===== src/tw_consts.svh =====
// Register offsets, field positions, reset values and prescaler counts of the waveform timer.
`ifndef TW_CONSTS_SVH
`define TW_CONSTS_SVH

`define TW_OFS_CTRL_A 8'hB0
`define TW_OFS_CTRL_B 8'hB1
`define TW_OFS_COUNT 8'hB2
`define TW_OFS_CMP_A 8'hB3
`define TW_OFS_CMP_B 8'hB4
`define TW_OFS_FLAGS 8'h37

`define TW_RST_VAL 8'h00
`define TW_MAX 8'hFF
`define TW_BOTTOM 8'h00

`define TW_F_OUT_MODE_A 7:6
`define TW_F_OUT_MODE_B 5:4
`define TW_F_MODE_LO 1:0
`define TW_CTRL_A_MASK 8'hF3
`define TW_F_FORCE_A 7
`define TW_F_FORCE_B 6
`define TW_F_MODE_HI 3
`define TW_F_CLK_SEL 2:0
`define TW_CTRL_B_KEEP 3:0
`define TW_F_FLAGS 2:0

`define TW_PRE_W 10
`define TW_DIV8_MASK 10'h007
`define TW_DIV32_MASK 10'h01F
`define TW_DIV64_MASK 10'h03F
`define TW_DIV128_MASK 10'h07F
`define TW_DIV256_MASK 10'h0FF
`define TW_DIV1024_MASK 10'h3FF

`endif


===== src/tw_pkg.sv =====
// Types shared by the waveform timer modules.
package tw_pkg;

    typedef enum logic [2:0] {
        TW_NORMAL = 3'h0,
        TW_PC_FF = 3'h1,
        TW_CTC = 3'h2,
        TW_FAST_FF = 3'h3,
        TW_RSV4 = 3'h4,
        TW_PC_OCA = 3'h5,
        TW_RSV6 = 3'h6,
        TW_FAST_OCA = 3'h7
    } tw_mode_e;

    typedef enum logic {
        TW_UP = 1'h0,
        TW_DOWN = 1'h1
    } tw_dir_e;

    typedef enum logic [1:0] {
        TW_HOLD = 2'h0,
        TW_TOGGLE = 2'h1,
        TW_CLEAR = 2'h2,
        TW_SET = 2'h3
    } tw_act_e;

endpackage : tw_pkg


===== src/tw_pscl_if.sv =====
// Link between the timer core and its clock prescaler.
`timescale 1ns/1ps
interface tw_pscl_if;
    logic [2:0] sel;
    logic tick;
    modport core (output sel, input tick);
    modport pre (input sel, output tick);
endinterface : tw_pscl_if


===== src/tw_timer.sv =====
// Eight-bit timer with two compare channels, waveform outputs and event flags.
`timescale 1ns/1ps
`include "tw_consts.svh"
module tw_timer (
    input wire logic MCLK,
    input wire logic ARST_N,
    input wire logic [7:0] REG_ADDR,
    input wire logic [7:0] REG_WDATA,
    input wire logic REG_WE,
    input wire logic REG_RE,
    output logic [7:0] REG_RDATA,
    input wire logic VEC_ACK_OVF,
    input wire logic VEC_ACK_A,
    input wire logic VEC_ACK_B,
    output logic FLAG_OVF,
    output logic FLAG_MATCH_A,
    output logic FLAG_MATCH_B,
    output logic WAVE_OUT_A,
    output logic WAVE_OUT_A_EN,
    output logic WAVE_OUT_B,
    output logic WAVE_OUT_B_EN
);

    ////////////////////////////////////////////////////////////////////////////
    // Declarations

    logic [7:0] ctl_a_q;
    logic [7:0] ctl_a_d;
    logic [3:0] ctl_b_q;
    logic [3:0] ctl_b_d;
    logic [7:0] cnt_q;
    logic [7:0] cnt_d;
    logic [7:0] oca_buf_q;
    logic [7:0] oca_buf_d;
    logic [7:0] oca_q;
    logic [7:0] oca_d;
    logic [7:0] ocb_buf_q;
    logic [7:0] ocb_buf_d;
    logic [7:0] ocb_q;
    logic [7:0] ocb_d;
    logic [7:0] rd_q;
    logic [7:0] rd_d;
    logic [2:0] flg_q;
    logic [2:0] flg_d;
    logic blk_q;
    logic blk_d;
    logic wa_q;
    logic wa_d;
    logic wb_q;
    logic wb_d;
    tw_pkg::tw_dir_e dir_q;
    tw_pkg::tw_dir_e dir_d;

    tw_pkg::tw_mode_e mode;
    tw_pkg::tw_act_e act_a;
    tw_pkg::tw_act_e act_b;
    logic wr_ctl_a;
    logic wr_ctl_b;
    logic wr_cnt;
    logic wr_oca;
    logic wr_ocb;
    logic wr_flg;
    logic is_fast;
    logic is_pc;
    logic non_pwm;
    logic top_oca;
    logic [7:0] top;
    logic tick;
    logic at_top;
    logic at_bot;
    logic hit_a;
    logic hit_b;
    logic ovf_ev;
    logic turn;
    logic upd;
    logic force_a;
    logic force_b;
    logic [2:0] flg_clr;

    tw_pscl_if pif ();

    tw_prescaler #(
        .PW(`TW_PRE_W)
    ) u_prescaler (
        .MCLK(MCLK),
        .ARST_N(ARST_N),
        .pif(pif)
    );

    ////////////////////////////////////////////////////////////////////////////
    // Channel action

    // One decoder serves both channels; only channel A may toggle in PWM modes.
    function automatic tw_pkg::tw_act_e chan_act(
        input logic [1:0] com,
        input logic hit,
        input logic ocr_top,
        input logic tog_ok,
        input logic fast,
        input logic pc,
        input logic up,
        input logic turn_now
    );
        chan_act = tw_pkg::TW_HOLD;
        if (!fast && !pc) begin
            if (hit) begin
                chan_act = tw_pkg::tw_act_e'(com);
            end
        end else if (com == 2'h1) begin
            if (hit && tog_ok) begin
                chan_act = tw_pkg::TW_TOGGLE;
            end
        end else if (com[1]) begin
            // A compare equal to TOP is ignored; the TOP or BOTTOM action alone shapes the output.
            if (hit && !ocr_top) begin
                chan_act = (com[0] ^ (pc && !up)) ? tw_pkg::TW_SET : tw_pkg::TW_CLEAR;
            end else if (turn_now && (fast || ocr_top)) begin
                chan_act = com[0] ? tw_pkg::TW_CLEAR : tw_pkg::TW_SET;
            end
        end
    endfunction : chan_act

    function automatic logic apply_act(input logic cur, input tw_pkg::tw_act_e act);
        case (act)
            tw_pkg::TW_TOGGLE: apply_act = ~cur;
            tw_pkg::TW_CLEAR: apply_act = 1'b0;
            tw_pkg::TW_SET: apply_act = 1'b1;
            default: apply_act = cur;
        endcase
    endfunction : apply_act

    ////////////////////////////////////////////////////////////////////////////
    // Decode

    assign wr_ctl_a = REG_WE && (REG_ADDR == `TW_OFS_CTRL_A);
    assign wr_ctl_b = REG_WE && (REG_ADDR == `TW_OFS_CTRL_B);
    assign wr_cnt = REG_WE && (REG_ADDR == `TW_OFS_COUNT);
    assign wr_oca = REG_WE && (REG_ADDR == `TW_OFS_CMP_A);
    assign wr_ocb = REG_WE && (REG_ADDR == `TW_OFS_CMP_B);
    assign wr_flg = REG_WE && (REG_ADDR == `TW_OFS_FLAGS);

    assign mode = tw_pkg::tw_mode_e'({ctl_b_q[`TW_F_MODE_HI], ctl_a_q[`TW_F_MODE_LO]});
    assign is_fast = (mode == tw_pkg::TW_FAST_FF) || (mode == tw_pkg::TW_FAST_OCA);
    assign is_pc = (mode == tw_pkg::TW_PC_FF) || (mode == tw_pkg::TW_PC_OCA);
    assign non_pwm = !is_fast && !is_pc;
    assign top_oca = (mode == tw_pkg::TW_CTC) || (mode == tw_pkg::TW_PC_OCA) || (mode == tw_pkg::TW_FAST_OCA);
    assign top = top_oca ? oca_q : `TW_MAX;

    assign pif.sel = ctl_b_q[`TW_F_CLK_SEL];
    assign tick = pif.tick;
    assign at_top = (cnt_q == top);
    assign at_bot = (cnt_q == `TW_BOTTOM);

    // The first tick after a counter write sees no match.
    assign hit_a = tick && !blk_q && (cnt_q == oca_q);
    assign hit_b = tick && !blk_q && (cnt_q == ocb_q);

    // Turning point: the wrap in fast PWM, the peak in phase correct.
    assign turn = tick && at_top && (is_fast || (is_pc && dir_q == tw_pkg::TW_UP));

    always_comb begin
        ovf_ev = 1'b0;
        if (tick) begin
            if (is_pc) begin
                ovf_ev = at_bot && (dir_q == tw_pkg::TW_DOWN);
            end else if (mode == tw_pkg::TW_FAST_OCA) begin
                ovf_ev = at_top;
            end else begin
                ovf_ev = (cnt_q == `TW_MAX);
            end
        end
    end

    // Buffered compares move to the active copy at TOP in the PWM modes, and at once in the non-PWM modes.
    assign upd = non_pwm || turn;

    // Forcing is a strobe on the write itself, so it never reaches the flags or the counter.
    assign force_a = wr_ctl_b && REG_WDATA[`TW_F_FORCE_A] && non_pwm;
    assign force_b = wr_ctl_b && REG_WDATA[`TW_F_FORCE_B] && non_pwm;

    assign act_a = force_a ? tw_pkg::tw_act_e'(ctl_a_q[`TW_F_OUT_MODE_A])
        : chan_act(ctl_a_q[`TW_F_OUT_MODE_A], hit_a, oca_q == top, ctl_b_q[`TW_F_MODE_HI],
                   is_fast, is_pc, dir_q == tw_pkg::TW_UP, turn);
    assign act_b = force_b ? tw_pkg::tw_act_e'(ctl_a_q[`TW_F_OUT_MODE_B])
        : chan_act(ctl_a_q[`TW_F_OUT_MODE_B], hit_b, ocb_q == top, 1'b0,
                   is_fast, is_pc, dir_q == tw_pkg::TW_UP, turn);

    assign flg_clr = (wr_flg ? REG_WDATA[`TW_F_FLAGS] : 3'h0) | {VEC_ACK_B, VEC_ACK_A, VEC_ACK_OVF};

    ////////////////////////////////////////////////////////////////////////////
    // Next state

    always_comb begin
        ctl_a_d = wr_ctl_a ? (REG_WDATA & `TW_CTRL_A_MASK) : ctl_a_q;
        ctl_b_d = wr_ctl_b ? REG_WDATA[`TW_CTRL_B_KEEP] : ctl_b_q;
        oca_buf_d = wr_oca ? REG_WDATA : oca_buf_q;
        ocb_buf_d = wr_ocb ? REG_WDATA : ocb_buf_q;
        oca_d = upd ? oca_buf_q : oca_q;
        ocb_d = upd ? ocb_buf_q : ocb_q;
        cnt_d = cnt_q;
        dir_d = is_pc ? dir_q : tw_pkg::TW_UP;
        blk_d = blk_q;
        if (wr_cnt) begin
            cnt_d = REG_WDATA;
            blk_d = 1'b1;
        end else if (tick) begin
            blk_d = 1'b0;
            if (is_pc) begin
                if (dir_q == tw_pkg::TW_UP) begin
                    if (at_top) begin
                        dir_d = tw_pkg::TW_DOWN;
                        cnt_d = cnt_q - 8'h01;
                    end else begin
                        cnt_d = cnt_q + 8'h01;
                    end
                end else begin
                    if (at_bot) begin
                        dir_d = tw_pkg::TW_UP;
                        cnt_d = cnt_q + 8'h01;
                    end else begin
                        cnt_d = cnt_q - 8'h01;
                    end
                end
            end else begin
                cnt_d = at_top ? `TW_BOTTOM : cnt_q + 8'h01;
            end
        end
        wa_d = apply_act(wa_q, act_a);
        wb_d = apply_act(wb_q, act_b);
        flg_d = (flg_q & ~flg_clr) | {hit_b, hit_a, ovf_ev};
        rd_d = rd_q;
        if (REG_RE) begin
            if (REG_ADDR == `TW_OFS_CTRL_A) begin
                rd_d = ctl_a_q;
            end else if (REG_ADDR == `TW_OFS_CTRL_B) begin
                rd_d = {4'h0, ctl_b_q};
            end else if (REG_ADDR == `TW_OFS_COUNT) begin
                rd_d = cnt_q;
            end else if (REG_ADDR == `TW_OFS_CMP_A) begin
                rd_d = oca_buf_q;
            end else if (REG_ADDR == `TW_OFS_CMP_B) begin
                rd_d = ocb_buf_q;
            end else if (REG_ADDR == `TW_OFS_FLAGS) begin
                rd_d = {5'h00, flg_q};
            end else begin
                rd_d = `TW_RST_VAL;
            end
        end
    end

    always_ff @(posedge MCLK or negedge ARST_N) begin
        if (!ARST_N) begin
            ctl_a_q <= `TW_RST_VAL;
            ctl_b_q <= 4'h0;
            cnt_q <= `TW_RST_VAL;
            oca_buf_q <= `TW_RST_VAL;
            oca_q <= `TW_RST_VAL;
            ocb_buf_q <= `TW_RST_VAL;
            ocb_q <= `TW_RST_VAL;
            rd_q <= `TW_RST_VAL;
            flg_q <= 3'h0;
            blk_q <= 1'b0;
            wa_q <= 1'b0;
            wb_q <= 1'b0;
            dir_q <= tw_pkg::TW_UP;
        end else begin
            ctl_a_q <= ctl_a_d;
            ctl_b_q <= ctl_b_d;
            cnt_q <= cnt_d;
            oca_buf_q <= oca_buf_d;
            oca_q <= oca_d;
            ocb_buf_q <= ocb_buf_d;
            ocb_q <= ocb_d;
            rd_q <= rd_d;
            flg_q <= flg_d;
            blk_q <= blk_d;
            wa_q <= wa_d;
            wb_q <= wb_d;
            dir_q <= dir_d;
        end
    end

    ////////////////////////////////////////////////////////////////////////////
    // Outputs

    assign REG_RDATA = rd_q;
    assign FLAG_OVF = flg_q[0];
    assign FLAG_MATCH_A = flg_q[1];
    assign FLAG_MATCH_B = flg_q[2];
    assign WAVE_OUT_A = wa_q;
    assign WAVE_OUT_B = wb_q;
    assign WAVE_OUT_A_EN = |ctl_a_q[`TW_F_OUT_MODE_A];
    assign WAVE_OUT_B_EN = |ctl_a_q[`TW_F_OUT_MODE_B];
endmodule : tw_timer


===== src/tw_prescaler.sv =====
// Free-running prescaler that turns the clock select into one-cycle timer ticks.
`timescale 1ns/1ps
`include "tw_consts.svh"
module tw_prescaler #(
    parameter int PW = `TW_PRE_W
) (
    input wire logic MCLK,
    input wire logic ARST_N,
    tw_pscl_if.pre pif
);

    logic [PW-1:0] div_q;
    logic [PW-1:0] div_d;
    logic [PW-1:0] mask;

    // The divider is never cleared by a select change, so the first tick after a change may come early.
    always_comb begin
        div_d = div_q + {{(PW-1){1'b0}}, 1'b1};
        mask = '0;
        case (pif.sel)
            3'h2: mask = PW'(`TW_DIV8_MASK);
            3'h3: mask = PW'(`TW_DIV32_MASK);
            3'h4: mask = PW'(`TW_DIV64_MASK);
            3'h5: mask = PW'(`TW_DIV128_MASK);
            3'h6: mask = PW'(`TW_DIV256_MASK);
            3'h7: mask = PW'(`TW_DIV1024_MASK);
            default: mask = '0;
        endcase
    end

    assign pif.tick = (pif.sel != 3'h0) && ((div_q & mask) == mask);

    always_ff @(posedge MCLK or negedge ARST_N) begin
        if (!ARST_N) begin
            div_q <= '0;
        end else begin
            div_q <= div_d;
        end
    end

endmodule : tw_prescaler


===== config.mk =====
export PLATFORM = sky130hd
export DESIGN_NAME = tw_timer
export DESIGN_NICKNAME = d
export VERILOG_FILES = /design/src/tw_pkg.sv /design/src/tw_pscl_if.sv /design/src/tw_timer.sv /design/src/tw_prescaler.sv
export VERILOG_INCLUDE_DIRS = /design/src
export SDC_FILE = /design/constraint.sdc
export NUM_CORES = 1
export LEC_CHECK = 0
export ABC_AREA = 1
export BUFFER_PORTS_ARGS = -buffer_cell sky130_fd_sc_hd__buf_2
export CAP_MARGIN = 20
export CORE_UTILIZATION = 54
export DETAILED_ROUTE_END_ITERATION = 12
export PLACE_DENSITY = 0.77
export SYNTH_ARGS = -nofsm -noshare
export SYNTH_HDL_FRONTEND = slang
export SYNTH_SLANG_ARGS = --single-unit
export TNS_END_PERCENT = 20

===== constraint.sdc =====
create_clock -name MCLK -period 1.8 [get_ports MCLK]
set_input_delay 0.36 -clock MCLK [delete_from_list [all_inputs] [get_ports MCLK]]
set_output_delay 0.36 -clock MCLK [all_outputs]
set_load 0.02 [all_outputs]

==> results of run 1 <==
## flip-flops by register name, summed over array words and instances, names as in the netlist
name / cells
ctl_b_q: 4
WAVE_OUT_B: 1
blk_q: 1
dir_q: 1
REG_RDATA: 8
flg_q: 3
WAVE_OUT_A: 1
u_prescaler.div_q: 10
ocb_buf_q: 8
cnt_q: 8
oca_buf_q: 8
ocb_q: 8
ctl_a_q: 6
oca_q: 8
## what timing repair did
item,in CTS,in global routing
gates resized for setup,26,45
buffers inserted,1,11
endpoints found under the setup margin,28,30
endpoints found under the hold margin,18,0
pin swaps,4,18
cloned,2,0
hold buffers,1,0
## synthesized netlist by cell type (2+ instances only)
library cell,count,share of area
o221ai_1,2,0.0039
buf_2,10,0.011
ha_1,4,0.011
nand3_2,4,0.0089
a221oi_1,4,0.0077
nor3_1,7,0.0077
clkbuf_1,3,0.0025
o211ai_1,7,0.012
nor2_1,35,0.029
o22ai_1,7,0.0097
inv_1,86,0.071
nand2_1,198,0.16
nand4_1,9,0.012
clkinv_1,2,0.0017
o21ai_1,2,0.0022
a21oi_1,14,0.016
xnor2_1,3,0.0058
nor4_1,3,0.0042
nor2_2,2,0.0028
a31oi_1,2,0.0028
nand3_1,28,0.031
o21ai_0,74,0.082
dfrtp_1,75,0.42
xor2_1,22,0.043
inv_2,5,0.0042
nand2_2,2,0.0028
o31ai_1,4,0.0066
## logic make-up (layout without fill, tap and decap cells)
| kind of cell | Yosys count | count (layout) | share of synthesized area |
|---|---|---|---|
| fa+ha+maj | 4 | 4 | 0.01107 |
| xor+xnor | 25 | 25 | 0.04844 |
| compound gates | 120 | 120 | 0.1495 |
| buf+inv | 109 | 269 | 0.09521 |
| flops | 75 | 75 | 0.4152 |
| simple gates | 295 | 296 | 0.2807 |
## metrics by stage
| step | setup slack (ns) | hold slack, ns |
|---|---|---|
| 4_1_cts | -0.1755 | 0.1858 |
| 3_5_place_dp | -0.2849 | 0.2735 |
| 2_1_floorplan | 0.02943 | 0.06441 |
| 6_report | -0.2360 | 0.1888 |
| 5_1_grt | -0.3723 | 0.1672 |
| 3_3_place_gp | -0.2387 | 0.2680 |
## cell type report
cell class / count / area, µm²
Timing Repair Buffer: 159 / 1137
Tap cell: 105 / 131.4
Clock buffer: 10 / 137.6
Sequential cell: 75 / 1886
Multi-Input combinational cell: 445 / 2405
Fill cell: 644 / 2074
Inverter: 94 / 356.6
Clock inverter: 6 / 47.55
## power breakdown
part | switching [mW] | leakage, nW | total (mW) | internal [mW]
logic | 0.973 | 1.95 | 1.69 | 0.716
clock network | 0.701 | 0.0815 | 1.25 | 0.548
registers | 0.163 | 0.983 | 1.97 | 1.81
total | 1.84 | 3.01 | 4.91 | 3.07
## per-layer routing
layer,vias to the layer above,GRT usage
met3,43,0.05691
li1,2337,-
met4,0,0.1769
met2,216,0.5478
met1,2255,0.4775
met5,-,0
## worst min path at each step
| stage | from | end | slack [ns] | cells past startpoint |
|---|---|---|---|---|
| global route | VEC_ACK_OVF | flg_q[0]$_DFF_PN0_ | 0.17 | 2 |
| finish | VEC_ACK_OVF | flg_q[0]$_DFF_PN0_ | 0.19 | 2 |
| global placement | ARST_N | cnt_q[3]$_DFFE_PN0P_ | 0.27 | 1 |
| floorplan | ARST_N | REG_RDATA[0]$_DFFE_PN0P_ | 0.06 | 0 |
| CTS | VEC_ACK_OVF | flg_q[0]$_DFF_PN0_ | 0.19 | 2 |
| detailed placement | ARST_N | cnt_q[3]$_DFFE_PN0P_ | 0.27 | 1 |
==> metrics.txt, run 1 <==
Finish-stage setup viols=25; reg-to-reg critical path startpoint=ctl_a_q[0]$_DFFE_PN0P_; Seq cells post-synth=75; CP Depth=13; mapped cell area=4521 µm²; Initial Util=0.5530; yosys warns=0; reg2reg setup slack=-0.24 ns; Initial DRT Pass Iterations=5; ys async rst share=1.000; via count=4,851; delay-heaviest family, CP=simple AND/OR/NAND/NOR gates; failing checks=setup timing; Post-Layout Inst Area=6101 µm²; post-route insts no fill=894; WP data required=2.07 ns; power density cells=805.0 nW/µm²; Worst-Skew Late Latency=0.35 ns; max layer used=met4; GR Util All Layers=0.3529; clock period minus worst slack=2.036 ns; fin crit share=1.131; ANT cells=0; Post-Place Cells=863; met2 routed WL=6813 µm; NumNets Final=811; CP max FO=8; # port buffers=37; Seq/Total Area, Yosys=0.4152; Post-Syn Nets=655; most frequent cells in the layout=nand2_1 (187), buf_4 (116), inv_1 (82); commonest non-fill, non-tap cell in the layout=nand2_1; Max IR drop VDD=0.4562 mV; # rows=33; CTS clk-pin slew, worst paths=0.09 ns; clk root buf=clkbuf_8; Max Freq=491.2 MHz; Crit Path Class=flip-flop to flip-flop; CTS H-tree lvls=3; initial DRC count=419; WL met1=6255 µm; top_reg_cell synth=dfrtp_1; CP Data Arrival Time=2.30 ns; CP bufs+invs=3; IO Pins=38; area post-placement=5587 µm²; synthesized instance count=628; total gr overflow=0; reg2reg end=oca_q[2]$_DFFE_PN0P_; crit path from=ctl_a_q[0]$_DFFE_PN0P_; die area=8741 µm²; DRT antenna net count=0; WL final=14,800 µm; Setup TNS=-4.690 ns; CP Cell Sequence=inv_4, nand3_4, nand2_4, nand2_1, nand2_1, nand2_1, nor2_2, nand3_4, buf_6, o21ai_4, buf_6, nand2_1, o21ai_0; crit-path most repeated cell=nand2_1; Worst Slack Setup Final=-0.2360 ns; Leakage=3.010 nW; Post-DP HPWL=11,180 µm; Post-synth EDFFs=0; largest net degree at the start of global routing=29; final core utilization=0.7463; vias per cell=5.426; Avg Cell Area, Syn=7.198 µm²; outcome=finished with violations; vias in the first global route=4,733; DRC viols=0; reg2reg path depth=13; max-slew violations=0; initial antenna violation count=0; RSZ-0062 raised after global routing=yes; CP peak stage delay=0.47 ns; Slowest cell on crit path=dfrtp_2; Die H=93.50 µm; Core ar.=8175 µm²; first-pass GRT wire length=23,150 µm; Max Cap Violations=0; Area Growth Syn to Fin=34.96%; layout cells sized above 1=0.2978; Max Clock Skew=0.01458 ns; Hold Fails Final Rpt=0; CP endpoint=oca_q[2]$_DFFE_PN0P_; clock sink count=75; Die X=93.50 µm; deepest clock path buffer count=2; post-synth cell types=41; hold crit path type=primary input to flip-flop; CP startpoint kind=flip-flop; Slew HR=0.7391; TritonCTS clock tree=done; Num CTS Buffers=9; CP Capture Type=flip-flop; power consumption=4.911 mW; routability cong.=0.9580; worst slew pin tran=0.3909 ns; met3 WL=1135 µm; Routed wire per std cell=16.56 µm
No activity file was read; power rests on OpenSTA's default activity.
==> inputs of run 2 (changes only) <==
--- a/config.mk
+++ b/config.mk
@@ -12,4 +12,5 @@
 export CORE_UTILIZATION = 54
 export DETAILED_ROUTE_END_ITERATION = 12
+export HOLD_SLACK_MARGIN = 0.15
 export PLACE_DENSITY = 0.77
 export SYNTH_ARGS = -nofsm -noshare
==> constraint.sdc (replaced) <==
create_clock -name MCLK -period 1.8 [get_ports MCLK]
set_input_delay 0.27 -clock MCLK [delete_from_list [all_inputs] [get_ports MCLK]]
set_output_delay 0.27 -clock MCLK [all_outputs]
set_load 0.02 [all_outputs]
==> run 2 against run 1 <==
Net effect:
- the flow still finishes with violations (setup timing)
- largest power group unchanged
- wire length increased by 2.8%
- fmax shrank 3.9%
- sequential power about the same
- count of clock-buffer cells in the layout down 1
- hold slack worse by 0.018 ns
- total power is 11% higher
- clock skew fell by 0.0039 ns
- largest cell class unchanged
- first-iteration DRC count grew 30%
==> metrics.txt, run 2 (synthesized netlist as in run 1, its figures left out) <==
Num CTS Buffers=9; worst slew pin tran=0.5272 ns; Area Growth Syn to Fin=36.34%; deepest clock path buffer count=2; vias in the first global route=4,833; CP Data Arrival Time=2.39 ns; Post-Layout Inst Area=6163 µm²; hold crit path type=primary input to flip-flop; initial antenna violation count=0; Die X=93.50 µm; largest net degree at the start of global routing=39; max reg flops=10; Post-Place Cells=853; Routed wire per std cell=17.10 µm; ANT cells=0; met2 Usage GRT=0.5803; outcome=finished with violations; Slowest cell on crit path=dfrtp_1; routability cong.=0.9653; Max Clock Skew=0.01069 ns; WL final=15,220 µm; initial DRC count=543; DRT antenna net count=0; Crit Path Class=flip-flop to flip-flop; CP peak stage delay=0.44 ns; CTS clk-pin slew, worst paths=0.09 ns; clk root buf=clkbuf_8; Initial DRT Pass Iterations=7; power consumption=5.457 mW; clock period minus worst slack=2.119 ns; CP Capture Type=flip-flop; area post-placement=5512 µm²; layout cells sized above 1=0.3006; total gr overflow=0; met3 Use GR=0.06423; Worst-Skew Late Latency=0.36 ns; RSZ-0062 raised after global routing=yes; Core ar.=8175 µm²; CTS H-tree lvls=3; via count=5,047; fin crit share=1.177; most frequent cells in the layout=nand2_1 (177), buf_4 (109), inv_1 (80); Worst Slack Setup Final=-0.3190 ns; Leakage=3.024 nW; die area=8741 µm²; Hold Fails Final Rpt=0; Slew HR=0.6485; Setup TNS=-6.095 ns; global routing's busiest layer=met2; Max Cap Violations=0; CP startpoint kind=flip-flop; max-slew violations=0; crit-path most repeated cell=nand2_1; CP max FO=7; Initial Util=0.5530; final core utilization=0.7539; post-route insts no fill=890; TritonCTS clock tree=done; failing checks=setup timing; # port buffers=37; DRC viols=0; Post-DP HPWL=10,760 µm; Max IR drop VDD=0.5016 mV; CP Cell Sequence=inv_2, buf_6, nand2_4, nand3_2, nand2_1, nand2_1, a21oi_2, nand3_2, buf_4, inv_2, nand3_2, nand2_4, nand2_1, o21ai_0, nand2_1, o211ai_1; IO Pins=38; power density cells=885.4 nW/µm²; first-pass GRT wire length=23,870 µm; routing usage on met1=0.4785; vias per cell=5.671; Biggest register=u_prescaler.div_q; clock sink count=75; GR Util All Layers=0.3607; NumNets Final=808; Die H=93.50 µm; commonest non-fill, non-tap cell in the layout=nand2_1; Max Freq=471.9 MHz; Finish-stage setup viols=28; # rows=33; WP data required=2.07 ns
-- run 2: cell count changes in the layout (fill, tap and decap cells not counted), sizes merged --
cell,before,now
clkinv,3,4
inv,93,92
clkbuf,10,9
clkinvlp,4,0
buf,158,151
dlygate4sd3,1,5
bufinv,0,4
-- run 2: power breakdown --
part	leakage [nW]	switching, mW	internal, mW
logic	1.91	0.971	0.744
registers	0.986	0.172	1.81
clock network	0.130	0.699	1.06
total	3.02	1.84	3.62
-- run 2: timing repair --
item,4_1_cts,5_1_grt
resized for setup,47,30
cloned,3,0
hold buffers,5,0
setup buffers,5,9
endpoints found under the setup margin,27,30
endpoints found under the hold margin,40,0
pin swaps,14,20
-- run 2: path summary, 6_finish.rpt --
path,start,endpoint,slack [ns],cells after the start
worst min-delay path,REG_RE,REG_RDATA[1]$_DFFE_PN0P_,0.17,2
max in group asynchronous,ARST_N,REG_RDATA[0]$_DFFE_PN0P_,0.79,3
worst min register to register,REG_RDATA[5]$_DFFE_PN0P_,REG_RDATA[5]$_DFFE_PN0P_,0.50,2
min in group asynchronous,ARST_N,ocb_q[0]$_DFFE_PN0P_,0.43,2
worst max-delay path,ctl_a_q[0]$_DFFE_PN0P_,cnt_q[3]$_DFFE_PN0P_,-0.32,16
worst max register to register,ctl_a_q[0]$_DFFE_PN0P_,cnt_q[3]$_DFFE_PN0P_,-0.32,16
-- run 2: critical path, delay by kind of cell, from the launching register on --
kind	cells	cell delay [ns]
DFF	1	0.44
and+or+nand+nor	9	0.84
AOI/OAI and AO/OA	3	0.28
buffers and inverters	4	0.46
-- run 2: cell type report --
cell class / count / area, µm²
clock inverters: 6 / 137.6
fillers: 575 / 2012
inverters: 94 / 354.1
repair buffers: 156 / 1125
multi-input cells: 445 / 2409
clock buffers: 9 / 123.9
well taps: 105 / 131.4
flip-flops and latches: 75 / 1883
-- run 2: layer usage --
layer / part of all wire / vias up
li1: - / 2328
met1: 0.41 / 2305
met2: 0.45 / 336
met3: 0.093 / 78
met4: 0.043 / 0
met5: 0 / -
-- run 2: stage by stage --
step / hold WS (ns) / worst slack (ns)
floorplan: -0.02559 / 0.03960
CTS: 0.1555 / -0.2011
global route: 0.1796 / -0.4295
finish: 0.1706 / -0.3190
global placement: 0.2762 / -0.3084
detailed placement: 0.2830 / -0.2819
